## config.mk

```make
export PLATFORM = sky130hd
export DESIGN_NAME = sld_driver
export DESIGN_NICKNAME = d
export VERILOG_FILES = /design/src/rtl/sld_pkg.sv /design/src/rtl/sld_driver.sv /design/src/rtl/sld_sync.sv /design/src/rtl/sld_booster.sv
export SDC_FILE = /design/constraint.sdc
export NUM_CORES = 1
export LEC_CHECK = 0
export BUFFER_PORTS_ARGS = -buffer_cell sky130_fd_sc_hd__buf_2
export CORE_ASPECT_RATIO = 0.9
export CORE_UTILIZATION = 34
export CTS_CLUSTER_DIAMETER = 100
export DETAILED_ROUTE_END_ITERATION = 8
export PLACE_DENSITY = 0.61
export SLEW_MARGIN = 20
export SYNTH_ARGS = -nofsm -noshare
export SYNTH_HDL_FRONTEND = slang
export SYNTH_SLANG_ARGS = --single-unit
```

## constraint.sdc

```tcl
create_clock -name pclk -period 6.9 [get_ports pclk]
set_input_delay 0.69 -clock pclk [delete_from_list [all_inputs] [get_ports pclk]]
set_output_delay 0.69 -clock pclk [all_outputs]
set_load 0.02 [all_outputs]
```

## src/rtl/sld_pkg.sv

```systemverilog
// segment display driver: shared constants
// assumes a 32-bit apb slave port, a sub-clock pin and a 100 MHz pclk
package sld_pkg;
  // ---------------------------------------------------------------
  // register byte offsets
  // ---------------------------------------------------------------
  localparam logic [7:0] OFS_CONTROL = 8'h00;
  localparam logic [7:0] OFS_RAM_ADDRESS = 8'h04;
  localparam logic [7:0] OFS_RAM_DATA = 8'h08;
  localparam logic [7:0] OFS_SYS_CONTROL = 8'h0c;
  // ---------------------------------------------------------------
  // control field positions
  // ---------------------------------------------------------------
  localparam int BIT_BIAS_SELECT = 7;
  localparam int BIT_DUTY_SELECT_HI = 6;
  localparam int BIT_DUTY_SELECT_LO = 5;
  localparam int BIT_DISPLAY_ENABLE = 4;
  localparam int BIT_WAVEFORM_TYPE = 2;
  localparam int BIT_FRAME_RATE_HI = 1;
  localparam int BIT_FRAME_RATE_LO = 0;
  localparam logic [7:0] CONTROL_MASK = 8'hf7;
  localparam logic [7:0] ADDRESS_MASK = 8'h1f;
  localparam logic [7:0] DATA_MASK = 8'h0f;
  // system control fields
  localparam int BIT_PLL_SEL_HI = 6;
  localparam int BIT_PLL_SEL_LO = 4;
  localparam int BIT_IDLE = 3;
  localparam int BIT_BOOSTER_HI = 2;
  localparam int BIT_BOOSTER_LO = 1;
  localparam int BIT_CPU_CLOCK_SELECT = 0;
  localparam logic [7:0] SYS_CONTROL_MASK = 8'h7f;
  // ---------------------------------------------------------------
  // reset values
  // ---------------------------------------------------------------
  localparam logic [7:0] RST_CONTROL = 8'h00;
  localparam logic [7:0] RST_RAM_ADDRESS = 8'h00;
  localparam logic [7:0] RST_SYS_CONTROL = 8'h00;
  // ---------------------------------------------------------------
  // sub-clock cycles per common slot, index = frame rate code
  // ---------------------------------------------------------------
  localparam logic [8:0] SLOT_HALF_0 = 9'h100; // 256
  localparam logic [8:0] SLOT_HALF_1 = 9'h118; // 280
  localparam logic [8:0] SLOT_HALF_2 = 9'h130; // 304
  localparam logic [8:0] SLOT_HALF_3 = 9'h0e8; // 232
  localparam logic [8:0] SLOT_THIRD_0 = 9'h0ac; // 172
  localparam logic [8:0] SLOT_THIRD_1 = 9'h0bc; // 188
  localparam logic [8:0] SLOT_THIRD_2 = 9'h0cc; // 204
  localparam logic [8:0] SLOT_THIRD_3 = 9'h09c; // 156
  localparam logic [8:0] SLOT_QUARTER_0 = 9'h080; // 128
  localparam logic [8:0] SLOT_QUARTER_1 = 9'h08c; // 140
  localparam logic [8:0] SLOT_QUARTER_2 = 9'h098; // 152
  localparam logic [8:0] SLOT_QUARTER_3 = 9'h074; // 116
  // pll multiplier times four: 130, 65, 65/2, 65/4, 244
  localparam logic [9:0] PLL_X4_0 = 10'h208;
  localparam logic [9:0] PLL_X4_1 = 10'h104;
  localparam logic [9:0] PLL_X4_2 = 10'h082;
  localparam logic [9:0] PLL_X4_3 = 10'h041;
  localparam logic [9:0] PLL_X4_HI = 10'h3d0;
  // drive rail codes: 0 ground, 1 low, 2 high, 3 top
  localparam logic [1:0] RAIL_GND = 2'h0;
  localparam logic [1:0] RAIL_LOW = 2'h1;
  localparam logic [1:0] RAIL_HIGH = 2'h2;
  localparam logic [1:0] RAIL_TOP = 2'h3;
endpackage : sld_pkg

```

## src/rtl/sld_driver.sv

```systemverilog
// segment display driver: apb registers, display ram, common/segment scan
// assumes apb master on pclk, sub_clk pin asynchronous to pclk,
// output rail codes decoded by an analog level switch outside
//
// The placing of the registers and register access over APB are this design's own decisions.
`timescale 1ns/1ps
`default_nettype none
module sld_driver #(
  parameter int NUM_SEG = 32,
  parameter int NUM_COM = 4
) (
  input wire logic pclk,
  input wire logic presetn,
  input wire logic psel,
  input wire logic penable,
  input wire logic pwrite,
  input wire logic [7:0] paddr,
  input wire logic [31:0] pwdata,
  output logic [31:0] prdata,
  output logic pready,
  output logic pslverr,
  input wire logic sub_clk,
  output logic [2*NUM_SEG-1:0] segment_out,
  output logic [2*NUM_COM-1:0] common_out,
  output logic pump_clk,
  output logic [2:0] pll_mult_sel,
  output logic [9:0] pll_mult_x4,
  output logic idle_mode,
  output logic cpu_clock_select
);
  // ---------------------------------------------------------------
  // elaboration checks
  // ---------------------------------------------------------------
  if (NUM_SEG != 32 || NUM_COM != 4) begin : g_bad_size
    $error("sld_driver serves 32 segments and 4 commons only");
  end

  // ---------------------------------------------------------------
  // registers and storage
  // ---------------------------------------------------------------
  logic [7:0] display_control;
  logic [4:0] ram_addr;
  logic [7:0] system_booster_pll_control;
  logic [3:0] ram [NUM_SEG];
  logic [3:0] shown [NUM_SEG];
  logic access;
  logic wr;
  logic mapped;
  logic [31:0] next_prdata;

  assign access = psel & penable;
  assign wr = access & pready & pwrite;
  assign mapped = (paddr == sld_pkg::OFS_CONTROL) || (paddr == sld_pkg::OFS_RAM_ADDRESS) ||
                  (paddr == sld_pkg::OFS_RAM_DATA) || (paddr == sld_pkg::OFS_SYS_CONTROL);

  // one wait state: pready rises the cycle after the access phase opens
  always_ff @(posedge pclk or negedge presetn) begin
    if (!presetn) pready <= 1'b0;
    else pready <= access & ~pready;
  end

  // unmapped offsets answer with an error
  always_ff @(posedge pclk or negedge presetn) begin
    if (!presetn) pslverr <= 1'b0;
    else pslverr <= access & ~pready & ~mapped;
  end

  // control register, bit 3 kept zero
  always_ff @(posedge pclk or negedge presetn) begin
    if (!presetn) display_control <= sld_pkg::RST_CONTROL;
    else if (wr && paddr == sld_pkg::OFS_CONTROL)
      display_control <= pwdata[7:0] & sld_pkg::CONTROL_MASK;
  end

  // ram address, five bits only
  always_ff @(posedge pclk or negedge presetn) begin
    if (!presetn) ram_addr <= sld_pkg::RST_RAM_ADDRESS[4:0];
    else if (wr && paddr == sld_pkg::OFS_RAM_ADDRESS)
      ram_addr <= pwdata[4:0];
  end

  // system, booster and pll control, bit 7 kept zero
  always_ff @(posedge pclk or negedge presetn) begin
    if (!presetn) system_booster_pll_control <= sld_pkg::RST_SYS_CONTROL;
    else if (wr && paddr == sld_pkg::OFS_SYS_CONTROL)
      system_booster_pll_control <= pwdata[7:0] & sld_pkg::SYS_CONTROL_MASK;
  end

  // display ram written only through the data register
  always_ff @(posedge pclk or negedge presetn) begin
    if (!presetn) begin
      for (int i = 0; i < NUM_SEG; i++) ram[i] <= 4'h0;
    end else if (wr && paddr == sld_pkg::OFS_RAM_DATA) begin
      ram[ram_addr] <= pwdata[3:0];
    end
  end

  // read mux
  always_comb begin
    next_prdata = 32'h0;
    case (paddr)
      sld_pkg::OFS_CONTROL: next_prdata[7:0] = display_control;
      sld_pkg::OFS_RAM_ADDRESS: next_prdata[4:0] = ram_addr;
      sld_pkg::OFS_RAM_DATA: next_prdata[3:0] = ram[ram_addr];
      sld_pkg::OFS_SYS_CONTROL: next_prdata[7:0] = system_booster_pll_control;
      default: next_prdata = 32'h0;
    endcase
  end

  // read data captured in the first access cycle, shown with pready
  always_ff @(posedge pclk or negedge presetn) begin
    if (!presetn) prdata <= 32'h0;
    else if (access && !pready && !pwrite) prdata <= next_prdata;
  end

  // ---------------------------------------------------------------
  // sub-clock sampling
  // ---------------------------------------------------------------
  logic sub_level;
  logic sub_prev;
  logic sub_rise;

  sld_sync u_sub_sync (
    .pclk(pclk),
    .presetn(presetn),
    .d(sub_clk),
    .q(sub_level)
  );

  always_ff @(posedge pclk or negedge presetn) begin
    if (!presetn) sub_prev <= 1'b0;
    else sub_prev <= sub_level;
  end
  assign sub_rise = sub_level & ~sub_prev;

  // ---------------------------------------------------------------
  // control decode
  // ---------------------------------------------------------------
  logic enable;
  logic third_bias;
  logic wave_b;
  logic [1:0] frame_code;
  logic [1:0] last_com;
  logic [8:0] slot_len;

  assign enable = display_control[sld_pkg::BIT_DISPLAY_ENABLE];
  assign third_bias = display_control[sld_pkg::BIT_BIAS_SELECT];
  assign wave_b = display_control[sld_pkg::BIT_WAVEFORM_TYPE];
  assign frame_code = display_control[sld_pkg::BIT_FRAME_RATE_HI:sld_pkg::BIT_FRAME_RATE_LO];

  // duty sets the highest common index scanned
  always_comb begin
    if (display_control[sld_pkg::BIT_DUTY_SELECT_HI]) last_com = 2'h3;
    else if (display_control[sld_pkg::BIT_DUTY_SELECT_LO]) last_com = 2'h2;
    else last_com = 2'h1;
  end

  // sub-clock cycles per common slot
  always_comb begin
    case ({last_com, frame_code})
      4'h4: slot_len = sld_pkg::SLOT_HALF_0;
      4'h5: slot_len = sld_pkg::SLOT_HALF_1;
      4'h6: slot_len = sld_pkg::SLOT_HALF_2;
      4'h7: slot_len = sld_pkg::SLOT_HALF_3;
      4'h8: slot_len = sld_pkg::SLOT_THIRD_0;
      4'h9: slot_len = sld_pkg::SLOT_THIRD_1;
      4'ha: slot_len = sld_pkg::SLOT_THIRD_2;
      4'hb: slot_len = sld_pkg::SLOT_THIRD_3;
      4'hc: slot_len = sld_pkg::SLOT_QUARTER_0;
      4'hd: slot_len = sld_pkg::SLOT_QUARTER_1;
      4'he: slot_len = sld_pkg::SLOT_QUARTER_2;
      4'hf: slot_len = sld_pkg::SLOT_QUARTER_3;
      default: slot_len = sld_pkg::SLOT_HALF_0;
    endcase
  end

  // ---------------------------------------------------------------
  // scan timing
  // ---------------------------------------------------------------
  logic [8:0] slot_cnt;
  logic [1:0] com_idx;
  logic frame_pol;
  logic slot_end;
  logic frame_end;
  logic pol;

  assign slot_end = sub_rise && (slot_cnt >= slot_len - 9'h1);
  assign frame_end = slot_end && (com_idx >= last_com);

  // cycle count within one common slot; idle bit is not consulted
  always_ff @(posedge pclk or negedge presetn) begin
    if (!presetn) slot_cnt <= 9'h0;
    else if (!enable) slot_cnt <= 9'h0;
    else if (slot_end) slot_cnt <= 9'h0;
    else if (sub_rise) slot_cnt <= slot_cnt + 9'h1;
  end

  // active common steps through the duty
  always_ff @(posedge pclk or negedge presetn) begin
    if (!presetn) com_idx <= 2'h0;
    else if (!enable) com_idx <= 2'h0;
    else if (frame_end) com_idx <= 2'h0;
    else if (slot_end) com_idx <= com_idx + 2'h1;
  end

  // b-type polarity flips once per frame
  always_ff @(posedge pclk or negedge presetn) begin
    if (!presetn) frame_pol <= 1'b0;
    else if (!enable) frame_pol <= 1'b0;
    else if (frame_end) frame_pol <= ~frame_pol;
  end

  // a-type flips halfway through each slot
  assign pol = wave_b ? frame_pol : (slot_cnt >= {1'b0, slot_len[8:1]});

  // frame snapshot of ram, loaded at enable and at each frame end
  always_ff @(posedge pclk or negedge presetn) begin
    if (!presetn) begin
      for (int i = 0; i < NUM_SEG; i++) shown[i] <= 4'h0;
    end else if (!enable || frame_end) begin
      for (int i = 0; i < NUM_SEG; i++) shown[i] <= ram[i];
    end
  end

  // ---------------------------------------------------------------
  // drive levels
  // ---------------------------------------------------------------
  logic [2*NUM_SEG-1:0] next_seg;
  logic [2*NUM_COM-1:0] next_com;
  logic [1:0] sel_lvl;
  logic [1:0] unsel_lvl;
  logic [1:0] on_lvl;
  logic [1:0] off_lvl;

  // rail per role: half bias uses the single middle rail
  always_comb begin
    sel_lvl = pol ? sld_pkg::RAIL_GND : sld_pkg::RAIL_TOP;
    on_lvl = pol ? sld_pkg::RAIL_TOP : sld_pkg::RAIL_GND;
    if (third_bias) begin
      unsel_lvl = pol ? sld_pkg::RAIL_HIGH : sld_pkg::RAIL_LOW;
      off_lvl = pol ? sld_pkg::RAIL_LOW : sld_pkg::RAIL_HIGH;
    end else begin
      unsel_lvl = sld_pkg::RAIL_LOW;
      off_lvl = sld_pkg::RAIL_LOW;
    end
  end

  // commons: selected or unselected, ground when disabled; commons past the duty stay unselected
  always_comb begin
    next_com = '0;
    for (int c = 0; c < NUM_COM; c++) begin
      if (!enable) next_com[2*c +: 2] = sld_pkg::RAIL_GND;
      else if (c[1:0] == com_idx) next_com[2*c +: 2] = sel_lvl;
      else next_com[2*c +: 2] = unsel_lvl;
    end
  end

  // segment n follows ram word n, bit of active common
  always_comb begin
    next_seg = '0;
    for (int s = 0; s < NUM_SEG; s++) begin
      if (!enable) next_seg[2*s +: 2] = sld_pkg::RAIL_GND;
      else if (shown[s][com_idx]) next_seg[2*s +: 2] = on_lvl;
      else next_seg[2*s +: 2] = off_lvl;
    end
  end

  // registered pins, one cycle behind the scan state
  always_ff @(posedge pclk or negedge presetn) begin
    if (!presetn) begin
      segment_out <= '0;
      common_out <= '0;
    end else begin
      segment_out <= next_seg;
      common_out <= next_com;
    end
  end

  // ---------------------------------------------------------------
  // system outputs and charge pump
  // ---------------------------------------------------------------
  logic [9:0] next_pll;
  logic [2:0] pll_code;
  logic [1:0] pump_sel;

  assign pll_code = system_booster_pll_control[sld_pkg::BIT_PLL_SEL_HI:sld_pkg::BIT_PLL_SEL_LO];
  assign pump_sel = system_booster_pll_control[sld_pkg::BIT_BOOSTER_HI:sld_pkg::BIT_BOOSTER_LO];

  // top select bit overrides the four low codes
  always_comb begin
    if (pll_code[2]) begin
      next_pll = sld_pkg::PLL_X4_HI;
    end else begin
      case (pll_code[1:0])
        2'h0: next_pll = sld_pkg::PLL_X4_0;
        2'h1: next_pll = sld_pkg::PLL_X4_1;
        2'h2: next_pll = sld_pkg::PLL_X4_2;
        2'h3: next_pll = sld_pkg::PLL_X4_3;
        default: next_pll = sld_pkg::PLL_X4_0;
      endcase
    end
  end

  always_ff @(posedge pclk or negedge presetn) begin
    if (!presetn) begin
      pll_mult_sel <= 3'h0;
      pll_mult_x4 <= sld_pkg::PLL_X4_0;
      idle_mode <= 1'b0;
      cpu_clock_select <= 1'b0;
    end else begin
      pll_mult_sel <= pll_code;
      pll_mult_x4 <= next_pll;
      idle_mode <= system_booster_pll_control[sld_pkg::BIT_IDLE];
      cpu_clock_select <= system_booster_pll_control[sld_pkg::BIT_CPU_CLOCK_SELECT];
    end
  end

  sld_booster u_booster (
    .pclk(pclk),
    .presetn(presetn),
    .sub_level(sub_level),
    .sub_rise(sub_rise),
    .freq_sel(pump_sel),
    .pump_clk(pump_clk)
  );
endmodule : sld_driver
`default_nettype wire

```

## src/rtl/sld_sync.sv

```systemverilog
// two flip-flop synchroniser for one level
// assumes d arrives from outside the pclk domain
`timescale 1ns/1ps
`default_nettype none
module sld_sync (
  input wire logic pclk,
  input wire logic presetn,
  input wire logic d,
  output logic q
);
  logic meta;
  // first stage feeds only the second
  always_ff @(posedge pclk or negedge presetn) begin
    if (!presetn) begin
      meta <= 1'b0;
      q <= 1'b0;
    end else begin
      meta <= d;
      q <= meta;
    end
  end
endmodule : sld_sync
`default_nettype wire

```

## src/rtl/sld_booster.sv

```systemverilog
// charge-pump clock from the synchronised sub-clock
// assumes sub_rise pulses once per sub-clock period
`timescale 1ns/1ps
`default_nettype none
module sld_booster (
  input wire logic pclk,
  input wire logic presetn,
  input wire logic sub_level,
  input wire logic sub_rise,
  input wire logic [1:0] freq_sel,
  output logic pump_clk
);
  logic [3:0] div;
  logic next_pump;
  // free divider of sub-clock rising edges
  always_ff @(posedge pclk or negedge presetn) begin
    if (!presetn) div <= 4'h0;
    else if (sub_rise) div <= div + 4'h1;
  end
  // pick full rate or divide by 4, 8, 16
  always_comb begin
    case (freq_sel)
      2'h0: next_pump = sub_level;
      2'h1: next_pump = div[1];
      2'h2: next_pump = div[2];
      2'h3: next_pump = div[3];
      default: next_pump = 1'b0;
    endcase
  end
  always_ff @(posedge pclk or negedge presetn) begin
    if (!presetn) pump_clk <= 1'b0;
    else pump_clk <= next_pump;
  end
endmodule : sld_booster
`default_nettype wire

```

==> flow_summary.ini <==
[power_and_ir_drop]
p_sw_w = 0.001090
comb_power_share = 0.027
pwr-share-clk = 0.497
p_int_w = 0.003793
power.density_mw_per_mm2 = 243.8
netSwitchingFraction = 0.2232
leakagePower_nw = 9.790
seqPwrFrac = 0.475
ir_drop_mv = 0.1806

[floorplan]
initial_utilization = 0.3445
rows = 78
fp.dieW_um = 240.4
die_h_um = 216.5
coreArea_mm2 = 0.05046
die_area_mm2 = 0.05204
ios = 168

[global_routing]
grt_overflow_total = 0
grt_pass1_vias = 10850
grt_max_degree = 184
antenna_found_initial = 0
gr-usage-all-layers = 0.1667
grt_pass1_wl_um = 65970

[clock_tree]
post_cts_buffers = 0
cts_tree = done
worstSkewPairLatency_ns = 0.58
clock_path_buffers = 3
postCtsResizedCells = 0
hold_buffers = 0
cts_max_level = 2
clock_sinks = 390
cts_inserted_buffers = 45
path_clk_slew_ns = 0.06
cts_root_buf = clkbuf_16

[detailed_routing]
drt_wl_total_um = 42250
firstDrtPassIters = 7
via_per_inst = 5.159
vias = 10450
drtIter0Drc = 661
drtAntennaViolNets = 0
drc = 0
wl_per_cell_um = 20.86

[layout]
diodes = 0
drive_gt1_frac = 0.4235
fin_nets = 1376
fillers = 4704
postLayoutCoreUtil = 0.3971
area_delta_synth_final_pct = 15.24

[timing]
hold_viol = 0
fin_crit_ns = 4.489
tightest_slew_ns = 0.9713
timing.fmax_mhz = 222.8
fin_tns_setup_ns = 0
timing.final.crit_share = 0.6506
setup_viol = 0
fin_skew_ns = 0.01811
max_slew_margin = 0.3500
slew_violations = 0
rsz0062_at_grt = no

[synthesis]
synth_top_area_frac = 0.5585
synthFlopType = dfrtp_1
synth_area_mm2 = 0.01738
ys_seq_elements = 390
yosys_warnings = 0
ys_seq_area_frac = 0.5615
async_flop_share = 1.000
syn_area_per_cell_um2 = 14.41
yosysUniqueCellTypes = 60
syn-instance-count = 1206
yosys.area.top_type = dfrtp_1
synth_area_leaders = dfrtp_1 (56%), mux2_2 (18%), mux4_2 (8.4%)
synth_edf_count = 0

[placed_design]
dp_hpwl_um = 26880
port_buffers = 118
gp_congestion = 0.8168

[flow_run]
maxCapViolCount = 0

[setup_path]
critPathSlowestCell = a2111oi_0
crit_path_end_kind = register
critPathKind = reg2reg
start_kind = register
path_cells = inv_1, ha_1, nand4_1, nor2_1, nor2_1, a21oi_1, o221ai_1, ha_1, a2111oi_0, a211oi_1, o31ai_4, o21ai_4, buf_12, mux2_2
cp.required_ns = 7.35
crit_fanout = 128
cp_data_arrival_time_ns = 4.94
max_stage_delay_ns = 0.54

[status]
status = complete, no violations

[worst_hold_path]
holdCritPathClass = in2async
## registers in the layout, summed over array words and instances (netlist names), 2 cells and up
| register | cells |
|---|---|
| slot_cnt | 9 |
| u_booster.div | 4 |
| ram_addr | 5 |
| common_out | 8 |
| pll_mult_sel | 2 |
| ram | 128 |
| shown | 128 |
| display_control | 7 |
| system_booster_pll_control | 7 |
| prdata | 8 |
| segment_out | 64 |
| com_idx | 2 |
| pll_mult_x4 | 9 |
## critical path, delay by kind of cell, from the launching register on
family	cells	cell delay, ns
compound gates	6	1.52
buf+inv	2	0.43
simple gates	3	0.48
flops	1	0.52
fa+ha+maj	2	0.73
mux	1	0.44
## power groups by stage
stage               clock [W]  combinational (W)  sequential, W
floorplan                   0          0.0000629        0.00236
global placement            0           0.000133        0.00236
detailed placement          0           0.000136        0.00236
CTS                   0.00250           0.000136        0.00232
global route          0.00260           0.000152        0.00232
finish                0.00243           0.000134        0.00232
## worst paths after layout
path                                         start              end  slack [ns]  depth (start not counted)
worst max-delay path            display_control[0]       shown[102]        2.41                         14
worst min-delay path                       presetn       shown[102]        0.08                          1
worst max register to register  display_control[0]       shown[102]        2.41                         14
worst min register to register     u_sub_sync.meta     u_sub_sync.q        0.35                          0
max in group asynchronous                  presetn  segment_out[54]        5.48                          3
min in group pclk                          sub_clk  u_sub_sync.meta        0.22                          1
## layout by cell type (no fill, tap or decap), types with 10 or more instances in the layout
cell type and instances:
dfrtp_1 386, mux2_2 281, buf_2 117, mux4_2 65, nor2_1 55, nand2_1 49
clkbuf_16 47, o21ai_0 39, mux2i_1 39, conb_1 25, ha_1 21, a22oi_1 17
inv_1 13, clkinv_2 13, nor3_1 12, nand4_1 10
## metrics by stage
stage / hold slack [ns] / instances / setup slack (ns) / area, µm² / total power, W
after floorplan: 0.3312 / 1230 / 3.432 / 17470 / 0.002427
after global placement: 0.3366 / 1941 / 2.519 / 18480 / 0.002494
after detailed placement: 0.3379 / 1941 / 2.468 / 18480 / 0.002497
after CTS: 0.07525 / 2025 / 2.453 / 20000 / 0.004961
after global routing: 0.1049 / 2026 / 2.175 / 20030 / 0.005069
final: 0.07989 / 2026 / 2.411 / 20030 / 0.004884
## kinds of logic (layout without fill, tap and decap cells)
group,Yosys count,in the layout,share of synthesized area
flip-flops,390,390,0.5615
multiplexers,385,385,0.2887
AND/OR/NAND/NOR,180,180,0.05010
buffers and inverters,110,226,0.03563
AO/OA/AOI/OAI,106,106,0.04218
adder cells (fa/ha/maj),21,21,0.01511
XOR/XNOR,13,13,0.006550
other,1,25,0.0002157
## per-layer routing
metal	GRT usage	part of all wire
met2	0.2482	0.45
met4	0.06072	0.028
met5	0	0
met3	0.03579	0.058
met1	0.2380	0.47
## area by class of cell
cell class                      count  area [µm²]  area share
Clock buffer                       63        1326     0.06620
Multi-Input combinational cell    730        7112      0.3550
Tap cell                          680       850.8     0.04247
Inverter                           13       48.80    0.002436
Sequential cell                   390        9767      0.4875
Clock inverter                     21       197.7    0.009868
Timing Repair Buffer              129       732.0     0.03654
## cell usage after synthesis (9+ instances only)
master / n
buf_2: 9
nor3_1: 12
mux2_2: 281
mux2i_1: 39
mux4_2: 65
buf_4: 38
nor2_1: 55
clkbuf_1: 42
xnor2_1: 9
inv_1: 13
ha_1: 21
o21ai_0: 39
a22oi_1: 17
nand2_1: 49
dfrtp_1: 388
nand4_1: 10
Note: power is estimated with default switching activity, not from simulation.
